[src/wpm_pkg.sv]
package wpm_pkg;

  // Sample and histogram geometry
  localparam int LVL_W         = 6;
  localparam int NUM_LVL       = 64;
  localparam int UPPER_FIRST   = 32;

  // Record and level-population limits
  localparam int MIN_REC_LEN   = 500;
  localparam int MIN_LVL_PCT   = 5;
  localparam int MIN_LVL_COUNT = MIN_REC_LEN * MIN_LVL_PCT / 100;

  // Threshold percentages of the base-to-top span
  localparam int PCT_FULL      = 100;
  localparam int THR_LO_PCT    = 10;
  localparam int THR_MID_PCT   = 50;
  localparam int THR_HI_PCT    = 90;

  // Result format
  localparam int RES_W         = 16;
  localparam logic [15:0] FREQ_SCALE = 16'hffff;

  // Reset values of the level trackers
  localparam logic [5:0] LVL_MAX_RST = 6'h00;
  localparam logic [5:0] LVL_MIN_RST = 6'h3f;

  typedef enum logic [2:0] {
    MEAS_PERIOD,
    MEAS_FREQ,
    MEAS_PK2PK,
    MEAS_PWIDTH,
    MEAS_RISE,
    MEAS_FALL
  } wpm_meas_type;

  // Nine states need four bits
  typedef enum logic [3:0] {
    ST_IDLE,
    ST_CLEAR,
    ST_HIST,
    ST_FIND,
    ST_THRESH,
    ST_SCAN,
    ST_EVAL,
    ST_DIV,
    ST_DONE
  } wpm_state_type;

endpackage : wpm_pkg

[src/wpm_histogram.sv]
`timescale 1ns/1ps
module wpm_histogram #(
  parameter int CNT_W = 10
) (
  // Clock and reset
  input  wire logic                      core_clk_i,
  input  wire logic                      srst_i,
  // Accumulate
  input  wire logic                      clr_i,
  input  wire logic                      inc_i,
  input  wire logic [wpm_pkg::LVL_W-1:0] inc_lvl_i,
  // Peak search
  input  wire logic                      find_i,
  output logic                           busy_o,
  output logic [wpm_pkg::LVL_W-1:0]      top_lvl_o,
  output logic [CNT_W-1:0]               top_cnt_o,
  output logic [wpm_pkg::LVL_W-1:0]      base_lvl_o,
  output logic [CNT_W-1:0]               base_cnt_o
);
  import wpm_pkg::*;

  logic [CNT_W-1:0] bin_ff [NUM_LVL];
  logic [LVL_W-1:0] idx_ff;
  logic             busy_ff;

  always_ff @(posedge core_clk_i)
  begin
    if (srst_i || clr_i)
    begin
      for (int i = 0; i < NUM_LVL; i++)
        bin_ff[i] <= '0;
    end
    else if (inc_i)
      bin_ff[inc_lvl_i] <= bin_ff[inc_lvl_i] + 1'b1;
  end

  always_ff @(posedge core_clk_i)
  begin
    if (srst_i)
    begin
      busy_ff    <= 1'b0;
      idx_ff     <= '0;
      top_lvl_o  <= LVL_W'(UPPER_FIRST);
      top_cnt_o  <= '0;
      base_lvl_o <= LVL_W'(UPPER_FIRST - 1);
      base_cnt_o <= '0;
    end
    else if (find_i)
    begin
      busy_ff    <= 1'b1;
      idx_ff     <= '0;
      top_lvl_o  <= LVL_W'(UPPER_FIRST);
      top_cnt_o  <= '0;
      base_lvl_o <= LVL_W'(UPPER_FIRST - 1);
      base_cnt_o <= '0;
    end
    else if (busy_ff)
    begin
      if (idx_ff[LVL_W-1] && bin_ff[idx_ff] >= top_cnt_o)
      begin
        top_lvl_o <= idx_ff;
        top_cnt_o <= bin_ff[idx_ff];
      end
      if (!idx_ff[LVL_W-1] && bin_ff[idx_ff] > base_cnt_o)
      begin
        base_lvl_o <= idx_ff;
        base_cnt_o <= bin_ff[idx_ff];
      end
      idx_ff <= idx_ff + 1'b1;
      if (idx_ff == LVL_W'(NUM_LVL - 1))
        busy_ff <= 1'b0;
    end
  end

  assign busy_o = busy_ff;

endmodule : wpm_histogram

[src/wpm_recip.sv]
`timescale 1ns/1ps
module wpm_recip #(
  parameter int W = 16
) (
  // Clock and reset
  input  wire logic         core_clk_i,
  input  wire logic         srst_i,
  // Operands
  input  wire logic         start_i,
  input  wire logic [W-1:0] num_i,
  input  wire logic [W-1:0] den_i,
  // Result
  output logic              busy_o,
  output logic [W-1:0]      quo_o
);
  import wpm_pkg::*;

  logic [W:0]         rem_ff;
  logic [W-1:0]       den_ff;
  logic [$clog2(W):0] cnt_ff;
  logic [W:0]         rem_sh;

  // Restoring division, one quotient bit per cycle
  assign rem_sh = {rem_ff[W-1:0], quo_o[W-1]};

  always_ff @(posedge core_clk_i)
  begin
    if (srst_i)
    begin
      busy_o <= 1'b0;
      rem_ff <= '0;
      den_ff <= '0;
      quo_o  <= '0;
      cnt_ff <= '0;
    end
    else if (start_i)
    begin
      busy_o <= 1'b1;
      rem_ff <= '0;
      den_ff <= den_i;
      quo_o  <= num_i;
      cnt_ff <= ($clog2(W) + 1)'(W);
    end
    else if (busy_o)
    begin
      if (rem_sh >= {1'b0, den_ff})
      begin
        rem_ff <= rem_sh - {1'b0, den_ff};
        quo_o  <= {quo_o[W-2:0], 1'b1};
      end
      else
      begin
        rem_ff <= rem_sh;
        quo_o  <= {quo_o[W-2:0], 1'b0};
      end
      cnt_ff <= cnt_ff - 1'b1;
      if (cnt_ff == ($clog2(W) + 1)'(1))
        busy_o <= 1'b0;
    end
  end

endmodule : wpm_recip

[src/wpm_measure.sv]
// Operation
// - Each sample is a 6-bit value, one of 64 levels.
// - A record holds at least 500 samples; shorter gives invalid.
// - Every sample of the record is read in both passes and counted once.
// - Histogram counts samples per level.
// - Top is the most populated level of the upper half.
// - Base is the most populated level of the lower half.
// - Below 25 samples, top and base fall back to max and min.
// - Top and base are found before thresholds or results.
// - Top is 100 and base 0 percent, except peak-to-peak.
// - Thresholds at 10, 50 and 90 percent of base-to-top span.
// - 10 and 90 percent thresholds serve only rise and fall times.
// - Period, frequency and width edges use the 50 percent threshold.
// - The leftmost usable part of the record is measured.
// - Period spans first two crossings of first edge's polarity.
// - Frequency is the reciprocal of that first-cycle interval.
// - Peak-to-peak is largest minus smallest sample.
// - Period and frequency need one complete cycle.
// - Pulse width needs both edges of the pulse.
// - Rise time needs a rising edge, fall time a falling edge.
`timescale 1ns/1ps
module wpm_measure #(
  parameter int ADDR_W = 10
) (
  // Clock and reset
  input  wire logic                       core_clk_i,
  input  wire logic                       srst_i,
  // Request
  input  wire logic                       start_i,
  input  wire wpm_pkg::wpm_meas_type      meas_sel_i,
  input  wire logic [ADDR_W-1:0]          rec_len_i,
  // Sample memory
  output logic                            smp_rd_en_o,
  output logic [ADDR_W-1:0]               smp_addr_o,
  input  wire logic [wpm_pkg::LVL_W-1:0]  smp_data_i,
  // Result
  output logic                            busy_o,
  output logic                            done_o,
  output logic                            valid_o,
  output logic [wpm_pkg::RES_W-1:0]       result_o,
  output logic [wpm_pkg::LVL_W-1:0]       top_lvl_o,
  output logic [wpm_pkg::LVL_W-1:0]       base_lvl_o
);
  import wpm_pkg::*;

  if ((2 ** ADDR_W) - 1 < MIN_REC_LEN || ADDR_W > RES_W)
    $error("ADDR_W cannot hold a minimum record or exceeds result width");

  function automatic logic [LVL_W-1:0] thr_lvl(input logic [LVL_W-1:0] base,
                                               input logic [LVL_W-1:0] top,
                                               input logic [6:0]       pct);
    logic [13:0] prod;
    prod = 14'(top - base) * 14'(pct);
    return LVL_W'(base + LVL_W'(prod / 14'(PCT_FULL)));
  endfunction : thr_lvl

  wpm_state_type      st_ff;
  wpm_meas_type       meas_ff;
  logic [ADDR_W-1:0]  len_ff;
  logic               short_ff;
  logic [ADDR_W-1:0]  addr_ff;
  logic               issue_ff;
  logic               dv_ff;
  logic               dlast_ff;
  logic [ADDR_W-1:0]  didx_ff;
  logic [LVL_W-1:0]   max_ff;
  logic [LVL_W-1:0]   min_ff;
  logic [LVL_W-1:0]   top_ff;
  logic [LVL_W-1:0]   base_ff;
  logic [LVL_W-1:0]   prv_ff;
  logic               start_pass;
  logic               hbusy;
  logic               rbusy;
  logic               fb_w;
  logic [LVL_W-1:0]   h_top;
  logic [LVL_W-1:0]   h_base;
  logic [ADDR_W-1:0]  h_top_cnt;
  logic [ADDR_W-1:0]  h_base_cnt;
  logic [RES_W-1:0]   quo;
  logic [LVL_W-1:0]   th_lo;
  logic [LVL_W-1:0]   th_mid;
  logic [LVL_W-1:0]   th_hi;
  logic               scan_v;
  logic               up50;
  logic               dn50;
  logic               up10;
  logic               up90;
  logic               dn10;
  logic               dn90;
  // Edge tracking during the scan pass
  logic               e1_ff;
  logic               pol_ff;
  logic [ADDR_W-1:0]  t1_ff;
  logic               per_ok_ff;
  logic [ADDR_W-1:0]  per_ff;
  logic               r1_ff;
  logic [ADDR_W-1:0]  tr_ff;
  logic               pw_ok_ff;
  logic [ADDR_W-1:0]  pw_ff;
  logic               h10u_ff;
  logic [ADDR_W-1:0]  t10u_ff;
  logic               rise_ok_ff;
  logic [ADDR_W-1:0]  rise_ff;
  logic               h90d_ff;
  logic [ADDR_W-1:0]  t90d_ff;
  logic               fall_ok_ff;
  logic [ADDR_W-1:0]  fall_ff;
  logic [RES_W-1:0]   nxt_result;
  logic               nxt_valid;

  assign start_pass = (st_ff == ST_CLEAR) || (st_ff == ST_THRESH);

  always_ff @(posedge core_clk_i)
  begin
    if (srst_i)
      st_ff <= ST_IDLE;
    else
    begin
      unique case (st_ff)
        ST_IDLE:   if (start_i) st_ff <= (rec_len_i < ADDR_W'(MIN_REC_LEN)) ? ST_DONE : ST_CLEAR;
        ST_CLEAR:  st_ff <= ST_HIST;
        ST_HIST:   if (dlast_ff) st_ff <= ST_FIND;
        ST_FIND:   if (!hbusy) st_ff <= ST_THRESH;
        ST_THRESH: st_ff <= ST_SCAN;
        ST_SCAN:   if (dlast_ff) st_ff <= ST_EVAL;
        ST_EVAL:   st_ff <= (meas_ff == MEAS_FREQ && per_ok_ff) ? ST_DIV : ST_DONE;
        ST_DIV:    if (!rbusy) st_ff <= ST_DONE;
        ST_DONE:   st_ff <= ST_IDLE;
      endcase
    end
  end

  always_ff @(posedge core_clk_i)
  begin
    if (srst_i)
    begin
      meas_ff  <= MEAS_PERIOD;
      len_ff   <= '0;
      short_ff <= 1'b0;
    end
    else if (st_ff == ST_IDLE && start_i)
    begin
      meas_ff  <= meas_sel_i;
      len_ff   <= rec_len_i;
      short_ff <= rec_len_i < ADDR_W'(MIN_REC_LEN);
    end
  end

  always_ff @(posedge core_clk_i)
  begin
    if (srst_i)
    begin
      addr_ff  <= '0;
      issue_ff <= 1'b0;
      dv_ff    <= 1'b0;
      dlast_ff <= 1'b0;
      didx_ff  <= '0;
    end
    else
    begin
      if (start_pass)
      begin
        addr_ff  <= '0;
        issue_ff <= 1'b1;
      end
      else if (issue_ff)
      begin
        addr_ff <= addr_ff + 1'b1;
        if (addr_ff == len_ff - 1'b1)
          issue_ff <= 1'b0;
      end
      dv_ff    <= issue_ff;
      dlast_ff <= issue_ff && (addr_ff == len_ff - 1'b1);
      didx_ff  <= addr_ff;
    end
  end

  assign smp_rd_en_o = issue_ff;
  assign smp_addr_o  = addr_ff;

  always_ff @(posedge core_clk_i)
  begin
    if (srst_i || st_ff == ST_CLEAR)
    begin
      max_ff <= LVL_MAX_RST;
      min_ff <= LVL_MIN_RST;
    end
    else if (st_ff == ST_HIST && dv_ff)
    begin
      if (smp_data_i > max_ff)
        max_ff <= smp_data_i;
      if (smp_data_i < min_ff)
        min_ff <= smp_data_i;
    end
  end

  wpm_histogram #(
    .CNT_W (ADDR_W)
  ) u_hist (
    .core_clk_i (core_clk_i),
    .srst_i     (srst_i),
    .clr_i      (st_ff == ST_CLEAR),
    .inc_i      (st_ff == ST_HIST && dv_ff),
    .inc_lvl_i  (smp_data_i),
    .find_i     (st_ff == ST_HIST && dlast_ff),
    .busy_o     (hbusy),
    .top_lvl_o  (h_top),
    .top_cnt_o  (h_top_cnt),
    .base_lvl_o (h_base),
    .base_cnt_o (h_base_cnt)
  );

  assign fb_w = (h_top_cnt < ADDR_W'(MIN_LVL_COUNT)) || (h_base_cnt < ADDR_W'(MIN_LVL_COUNT));

  always_ff @(posedge core_clk_i)
  begin
    if (srst_i)
    begin
      top_ff  <= '0;
      base_ff <= '0;
    end
    else if (st_ff == ST_THRESH)
    begin
      top_ff  <= fb_w ? max_ff : h_top;
      base_ff <= fb_w ? min_ff : h_base;
    end
  end

  assign top_lvl_o  = top_ff;
  assign base_lvl_o = base_ff;

  assign th_lo  = thr_lvl(base_ff, top_ff, 7'(THR_LO_PCT));
  assign th_mid = thr_lvl(base_ff, top_ff, 7'(THR_MID_PCT));
  assign th_hi  = thr_lvl(base_ff, top_ff, 7'(THR_HI_PCT));

  assign scan_v = (st_ff == ST_SCAN) && dv_ff && (didx_ff != '0);
  assign up50   = scan_v && prv_ff < th_mid && smp_data_i >= th_mid;
  assign dn50   = scan_v && prv_ff >= th_mid && smp_data_i < th_mid;
  // outer levels for rise and fall only
  assign up10   = scan_v && prv_ff < th_lo && smp_data_i >= th_lo;
  assign up90   = scan_v && prv_ff < th_hi && smp_data_i >= th_hi;
  assign dn90   = scan_v && prv_ff >= th_hi && smp_data_i < th_hi;
  assign dn10   = scan_v && prv_ff >= th_lo && smp_data_i < th_lo;

  always_ff @(posedge core_clk_i)
  begin
    if (srst_i)
      prv_ff <= '0;
    else if (dv_ff)
      prv_ff <= smp_data_i;
  end

  always_ff @(posedge core_clk_i)
  begin
    if (srst_i || st_ff == ST_THRESH)
    begin
      e1_ff      <= 1'b0;
      pol_ff     <= 1'b0;
      t1_ff      <= '0;
      per_ok_ff  <= 1'b0;
      per_ff     <= '0;
      r1_ff      <= 1'b0;
      tr_ff      <= '0;
      pw_ok_ff   <= 1'b0;
      pw_ff      <= '0;
      h10u_ff    <= 1'b0;
      t10u_ff    <= '0;
      rise_ok_ff <= 1'b0;
      rise_ff    <= '0;
      h90d_ff    <= 1'b0;
      t90d_ff    <= '0;
      fall_ok_ff <= 1'b0;
      fall_ff    <= '0;
    end
    else
    begin
      if (!e1_ff && (up50 || dn50))
      begin
        e1_ff  <= 1'b1;
        pol_ff <= up50;
        t1_ff  <= didx_ff;
      end
      else if (e1_ff && !per_ok_ff && ((pol_ff && up50) || (!pol_ff && dn50)))
      begin
        per_ok_ff <= 1'b1;
        per_ff    <= didx_ff - t1_ff;
      end
      if (up50 && !r1_ff)
      begin
        r1_ff <= 1'b1;
        tr_ff <= didx_ff;
      end
      if (dn50 && r1_ff && !pw_ok_ff)
      begin
        pw_ok_ff <= 1'b1;
        pw_ff    <= didx_ff - tr_ff;
      end
      if (up10)
      begin
        h10u_ff <= 1'b1;
        t10u_ff <= didx_ff;
      end
      if (up90 && (up10 || h10u_ff) && !rise_ok_ff)
      begin
        rise_ok_ff <= 1'b1;
        rise_ff    <= up10 ? '0 : didx_ff - t10u_ff;
      end
      if (dn90)
      begin
        h90d_ff <= 1'b1;
        t90d_ff <= didx_ff;
      end
      if (dn10 && (dn90 || h90d_ff) && !fall_ok_ff)
      begin
        fall_ok_ff <= 1'b1;
        fall_ff    <= dn90 ? '0 : didx_ff - t90d_ff;
      end
    end
  end

  wpm_recip #(
    .W (RES_W)
  ) u_recip (
    .core_clk_i (core_clk_i),
    .srst_i     (srst_i),
    .start_i    (st_ff == ST_EVAL && meas_ff == MEAS_FREQ && per_ok_ff),
    .num_i      (FREQ_SCALE),
    .den_i      (RES_W'(per_ff)),
    .busy_o     (rbusy),
    .quo_o      (quo)
  );

  always_comb
  begin
    nxt_result = '0;
    nxt_valid  = 1'b0;
    unique case (meas_ff)
      MEAS_PERIOD: begin nxt_valid = per_ok_ff;  nxt_result = RES_W'(per_ff);  end
      MEAS_FREQ:   begin nxt_valid = per_ok_ff;  nxt_result = quo;             end
      MEAS_PK2PK:  begin nxt_valid = 1'b1;       nxt_result = RES_W'(max_ff - min_ff); end
      MEAS_PWIDTH: begin nxt_valid = pw_ok_ff;   nxt_result = RES_W'(pw_ff);   end
      MEAS_RISE:   begin nxt_valid = rise_ok_ff; nxt_result = RES_W'(rise_ff); end
      MEAS_FALL:   begin nxt_valid = fall_ok_ff; nxt_result = RES_W'(fall_ff); end
      default:     begin nxt_valid = 1'b0;       nxt_result = '0;              end
    endcase
  end

  always_ff @(posedge core_clk_i)
  begin
    if (srst_i)
    begin
      done_o   <= 1'b0;
      valid_o  <= 1'b0;
      result_o <= '0;
    end
    else
    begin
      done_o <= (st_ff == ST_DONE);
      if (st_ff == ST_DONE)
      begin
        valid_o  <= nxt_valid && !short_ff;
        result_o <= (nxt_valid && !short_ff) ? nxt_result : '0;
      end
    end
  end

  assign busy_o = (st_ff != ST_IDLE);
endmodule : wpm_measure

[config.mk]
export PLATFORM = sky130hd
export DESIGN_NAME = wpm_measure
export DESIGN_NICKNAME = d
export VERILOG_FILES = /design/src/wpm_pkg.sv /design/src/wpm_histogram.sv /design/src/wpm_recip.sv /design/src/wpm_measure.sv
export SDC_FILE = /design/constraint.sdc
export NUM_CORES = 2
export LEC_CHECK = 0
export BUFFER_PORTS_ARGS = -buffer_cell sky130_fd_sc_hd__buf_2
export CORE_MARGIN = 1.5
export CORE_UTILIZATION = 39
export DETAILED_ROUTE_END_ITERATION = 6
export PLACE_DENSITY_LB_ADDON = 0.1
export SLEW_MARGIN = 20
export SYNTH_ARGS = -nofsm -noshare
export SYNTH_HDL_FRONTEND = slang
export SYNTH_HIERARCHICAL = 1
export SYNTH_SLANG_ARGS = --single-unit
[constraint.sdc]
create_clock -name core_clk_i -period 12.8 [get_ports core_clk_i]
set_input_delay 0.64 -clock core_clk_i [delete_from_list [all_inputs] [get_ports core_clk_i]]
set_output_delay 0.64 -clock core_clk_i [all_outputs]
set_load 0.1 [all_outputs]
Yosys cells after proc, flatten, opt, wreduce, memory -nomap -nowiden
Memory sizes are Yosys's and may differ from the RTL's. A register that Yosys moved wholly into a read port is not among the register bits.
Index checks and enable logic that the tools add are counted.
{ "word_totals": {"ff_bits": 265, "ramBits": 640, "in_bits": 22, "out_inout_bits": 42, "memories": 1} }
{ "classes": {"add_sub_neg": 15, "mul": 3, "div_mod_pow": 3, "n_lt_le_gt_ge": 20, "eq_ne": 21, "n_mux": 40, "n_bitwise": 1, "n_reduce_logical": 69} }
{ "memory_table": {"columns": ["name", "words", "word_bits", "rd", "rd_ports_with_merged_regs", "wr", "line_no", "rtl"], "rows": [
  ["u_hist.bin_ff", 64, 10, 2, 1, 64, "wpm_histogram.sv:22", "logic [CNT_W-1:0] bin_ff [NUM_LVL];"]
]} }
{ "op_table": {"columns": ["cell", "n"], "rows": [
  ["$pmux W16 S6", 1],
  ["$mux W16", 4],
  ["$div A14 B7 Y14 const B", 3],
  ["$lt A6 B6 Y1", 7],
  ["$sub A10 B10 Y10", 4],
  ["$ge A6 B6 Y1", 6],
  ["$logic_and A1 B1 Y1", 36],
  ["$pmux W4 S9", 1],
  ["$mux W10", 3],
  ["$mux W6", 5],
  ["$mux W4", 7],
  ["$add A10 B1 Y10 const B", 2],
  ["$lt A10 B5 Y1 const B", 2],
  ["$add A6 B6 Y6", 3],
  ["$ge A17 B10 Y1", 1],
  ["$eq A4 B3 Y1 const B", 4],
  ["$mux W1", 16],
  ["$sub A16 B10 Y16", 1],
  ["$mul A14 B3 Y13 const B", 1],
  ["$mul A14 B5 Y13 const B", 1],
  ["$mul A14 B6 Y13 const B", 1],
  ["$sub A6 B6 Y7", 2],
  ["$eq A10 B10 Y1", 1],
  ["$ge A10 B10 Y1", 1],
  ["other kinds (29)", 59]
]} }

Longest topological paths before layout
{ "logic_depth": {"depth_word": 11, "mapped_depth": 61} }

Cells and area by module
Netlist, hierarchy kept.
{ "by_module_without_submodules": {"columns": ["mod", "instances", "cells_per_inst", "area_each_um2", "seq_area_each_um2"], "rows": [
  ["wpm_histogram", 1, 2793, 36980.5, 20119.3],
  ["wpm_measure", 1, 2435, 18545.3, 3563.4],
  ["wpm_recip", 1, 372, 3093.0, 1081.0]
]} }

Least setup slack after synthesis
No wires, ideal clock.
{ "synth_timing": {"kind": "reg-to-reg", "startpoint": "reg base_lvl_o[1] (netlist name)", "endpoint": "reg per_ff[4]", "setup_time_ps": 128, "arrival_time_ps": 13502, "slack_ps": -829, "path_stages_with_launch": 54, "path_buffers": 4, "period_less_slack_ps": 13629, "cell_sequence": "dfxtp_1 > inv_1 > ha_1 > nor2b_1 > o21ai_0 > nand2_1 > a21o_1 > a21oi_1 > xnor2_1 > ha_1 > ha_1 > fa_1 > ha_1 > clkbuf_1 > nand2b_1 > a2111oi_0 > mux2i_1 > o22ai_1 > [... 18 more ...] > or4_1 > a211oi_2 > o31ai_1 > a311o_1 > ha_1 > a21o_1 > a21oi_1 > xnor2_1 > ha_1 > a21o_1 > maj3_1 > a221o_1 > a211o_1 > mux2_2 > nor3_1 > clkbuf_1 > mux2i_1 > nor2_1"} }
{ "synth_rtl": {"columns": ["item", "line_no", "rtl"], "rows": [
  ["to (signal assigned)", "wpm_measure.sv:286", "per_ff <= didx_ff - t1_ff;"],
  ["to (decl)", "wpm_measure.sv:95", "logic [ADDR_W-1:0] per_ff;"]
]} }

==> impl_metrics.toml <==
[power_and_ir_drop]
p_switching_uw = 6773
p_sw_frac = 0.4170
pwr-share-comb = 0.570
clkPwrFrac = 0.182
p_leak_uw = 0.02417
power.internal_uw = 9470
p_seq_frac = 0.248
ir_drop_uv = 331.2
p_per_area_mw_per_mm2 = 243.2

[logic_synthesis]
postSynth.asyncResetShare = 0
synth_top_area_frac = 0.3279
yosysMostFrequentCell = "nor2_1"
synth_xor_area_frac = 0.03082
synth-seq-area-share = 0.4225
netlist.top_cell.by_area = "edfxtp_1"
synth-compound-area-share = 0.1324
yosys.area_share.simple = 0.1682
syn_inst = 5600
synth_cell_types = 131
synth_top_family_by_area = "simple AND/OR/NAND/NOR gates"
yosys_warnings = 6
synth-edff-count = 640
yosys-top-cells-count = "nor2_1 (777), edfxtp_1 (640), nand2_1 (390)"
yosys_register_bits = 917
synth-adder-area-share = 0.05247
muxShareOfSynthArea = 0.1438
synth_ff_type = "edfxtp_1"
syn_avg_cell_area_um2 = 10.47
syn_area_mm2 = 0.05862
synthTopCellsByArea = "edfxtp_1 (33%), mux4_2 (9.7%), dfxtp_1 (9.5%)"

[timing]
skew_ps = 80.91
tightest_slew_ps = 1169
final-hold-violation-count = 0
finalSetupTns_ps = 0
slew_viol_final = 0
setup_viol = 0
relSlewSlack = 0.2136
min_period_over_period = 0.9539
fin_crit_ps = 12210
setup_slack_ps = 590.1
fmax_ghz = 0.08190

[critical_path]
crit_path_end_kind = "flop"
crit_slowest_cell = "or4_4"
required_ps = 13420
ff2ff_path_depth = 53
cpPeakStageDelay_ps = 550
crit_type = "flop to flop"
path_delay_family = "compound AO/OA/AOI/OAI gates"
reg2reg_setup_slack_ps = 590
cp-endpoint = "per_ff[8]$_SDFFE_PP0P_"
crit_buf_inv = 5
path_depth = 53
cp_max_fo = 6
arrival_ps = 12830
start_kind = "flop"
reg2reg_from = "base_lvl_o[1]$_SDFFE_PP0P_"
critPathLaunch = "base_lvl_o[1]$_SDFFE_PP0P_"
reg2reg_to = "per_ff[8]$_SDFFE_PP0P_"

[drt]
vias_per_cell = 6.027
wl_um = 210800
ant_nets = 0
drt-pass1-iter-count = 7
drcViolationCount = 3
drtIter0Drc = 4281
vias = 47050
wl_per_cell_um = 27.01

[floorplanning]
design.core.area_mm2 = 0.1496
fp.dieH_um = 390.7
fp.dieW_um = 390.7
io_pins = 64
dieArea_mm2 = 0.1526
start_util = 0.3918
row_count = 142

[clock_tree]
cts_tree = "done"
cts_root_buffer = "clkbuf_16"
htreeDepth = 3
cts_inserted_buffers = 104
clock-sinks = 917
clkTransAtPathRegs_ps = 60
cts_hold_buf = 0
clock_path_buffers = 3
worstSkewPairLatency_ps = 760

[global_route]
antenna_found_initial = 9
overflow = 0
grt_use_total = 0.2701
grt_pass1_vias = 45410
grt_max_degree = 105
grt_pass1_wl_um = 308000

[final_layout]
drive_gt1_frac = 0.2196
fill_cells = 14280
final_util = 0.4465
syn2layout_area_growth_pct = 13.96
layout.cells.non_filler = 7806
final_nets = 5956

[placed_design]
pre_cts_ws_ps = -273.2
dp_hpwl_um = 142000
dp.cells = 7590
port_buffers = 63
globalplace.congestion = 0.9109

[status]
violations = "design-rule violations"
outcome = "finished, violations left"

[job]
drv_cap = 0

[worst_hold_path]
hold_class = "input port to flop"
==> final cells by class <==
cell class              count  area (um2)  area share
multi-input cells        4061       32180      0.4817
clock buffers             143        2890     0.04327
inverters                 197       745.7     0.01116
repair buffers            428        3258     0.04877
flip-flops and latches    917       24800      0.3712
clock inverters            42       406.6    0.006087
well taps                2016        2522     0.03776
diodes                      2       5.005  0.00007492
==> worst min-delay path by stage <==
| stage | from | endpoint | cells after the start |
|---|---|---|---|
| finish | meas_sel_i[1] | meas_ff[1]$_SDFFE_PP0P_ | 3 |
| global route | meas_sel_i[2] | meas_ff[2]$_SDFFE_PP0P_ | 3 |
| CTS | meas_sel_i[2] | meas_ff[2]$_SDFFE_PP0P_ | 3 |
| detailed placement | h10u_ff$_SDFFE_PP0P_ | h10u_ff$_SDFFE_PP0P_ | 2 |
| global placement | h10u_ff$_SDFFE_PP0P_ | h10u_ff$_SDFFE_PP0P_ | 2 |
| floorplan | u_hist/top_lvl_o[5]$_SDFFE_PP1P_ | u_hist/top_lvl_o[5]$_SDFFE_PP1P_ | 2 |
==> metal layers <==
metal	up-vias	part of all wire	wire length (um)	track usage
li1	21090	-	-	-
met1	23640	0.42	87900	0.3579
met2	1861	0.47	98790	0.4426
met3	452	0.070	14770	0.04107
met4	4	0.044	9338	0.1066
met5	-	0.00013	28	0
==> flip-flops by register name, summed over array words and instances (netlist names), 10 cells and up, named ones only <==
register	flops
result_o	16
rise_ff	10
t90d_ff	10
smp_addr_o	10
tr_ff	10
u_recip/quo_o	16
u_hist/top_cnt_o	10
len_ff	10
pw_ff	10
fall_ff	10
t10u_ff	10
u_hist/base_cnt_o	10
u_recip/den_ff	16
u_recip/rem_ff	16
u_hist/bin_ff	640
t1_ff	10
per_ff	10
didx_ff	10
==> tightest hold or removal path: stages <==
cell     delay, ps
buf_2          100
nand2_1         50
a21oi_1         50
==> power by group through the flow <==
| stage | combinational [uW] | clock [uW] | sequential (uW) |
|---|---|---|---|
| floorplan | 5370 | 0 | 3970 |
| global placement | 8340 | 0 | 4060 |
| detailed placement | 8370 | 0 | 4080 |
| CTS | 8410 | 3010 | 4020 |
| global route | 10000 | 3130 | 4080 |
| finish | 9260 | 2960 | 4030 |
==> cell usage in the layout (no fill, tap or decap), types with 22 or more instances in the layout <==
cell	instances
conb_1	22
ha_1	187
buf_2	59
xnor2_1	112
mux4_2	253
nand2b_1	44
fa_1	26
a221oi_1	48
inv_1	189
o211ai_1	29
o21ai_0	153
a221o_1	36
or2_2	27
nor2_1	770
a21oi_1	273
a22oi_1	42
nand3_1	88
mux2_2	47
clkbuf_16	106
and3_1	30
o21a_1	26
buf_4	352
nor3_1	192
a21o_1	86
or3_1	28
nand2_1	388
a211oi_1	29
xor2_1	60
edfxtp_1	640
mux2i_1	214
nor2b_1	44
dfxtp_1	262
o22ai_1	69
clkbuf_1	26
nand4_1	40
a31oi_1	26
nor3_2	134
==> what timing repair did <==
action | 4_1_cts | 5_1_grt
buffers inserted | 0 | 26
cloned | 0 | 1
endpoints found under the setup margin | 38 | 88
gates resized for setup | 8 | 176
pin swaps | 0 | 57
==> kinds of logic after synthesis <==
logic type,after synthesis
buffers and inverters,642
adders and majority gates,230
and+or+nand+nor,1972
other,2
xor gates and xnor gates,198
DFF,917
AOI/OAI and AO/OA,1119
muxes,520
==> metrics by stage <==
stage                     power [uW]  cell area [um2]  hold slack (ps)
after floorplan                 9345            58720            422.8
after global placement         12410            62170            434.8
after detailed placement       12450            62210            446.5
after CTS                      15440            65560            88.67
after global routing           17240            66800            112.2
final                          16240            66800            138.9
Note: power is estimated with default switching activity, not from simulation.
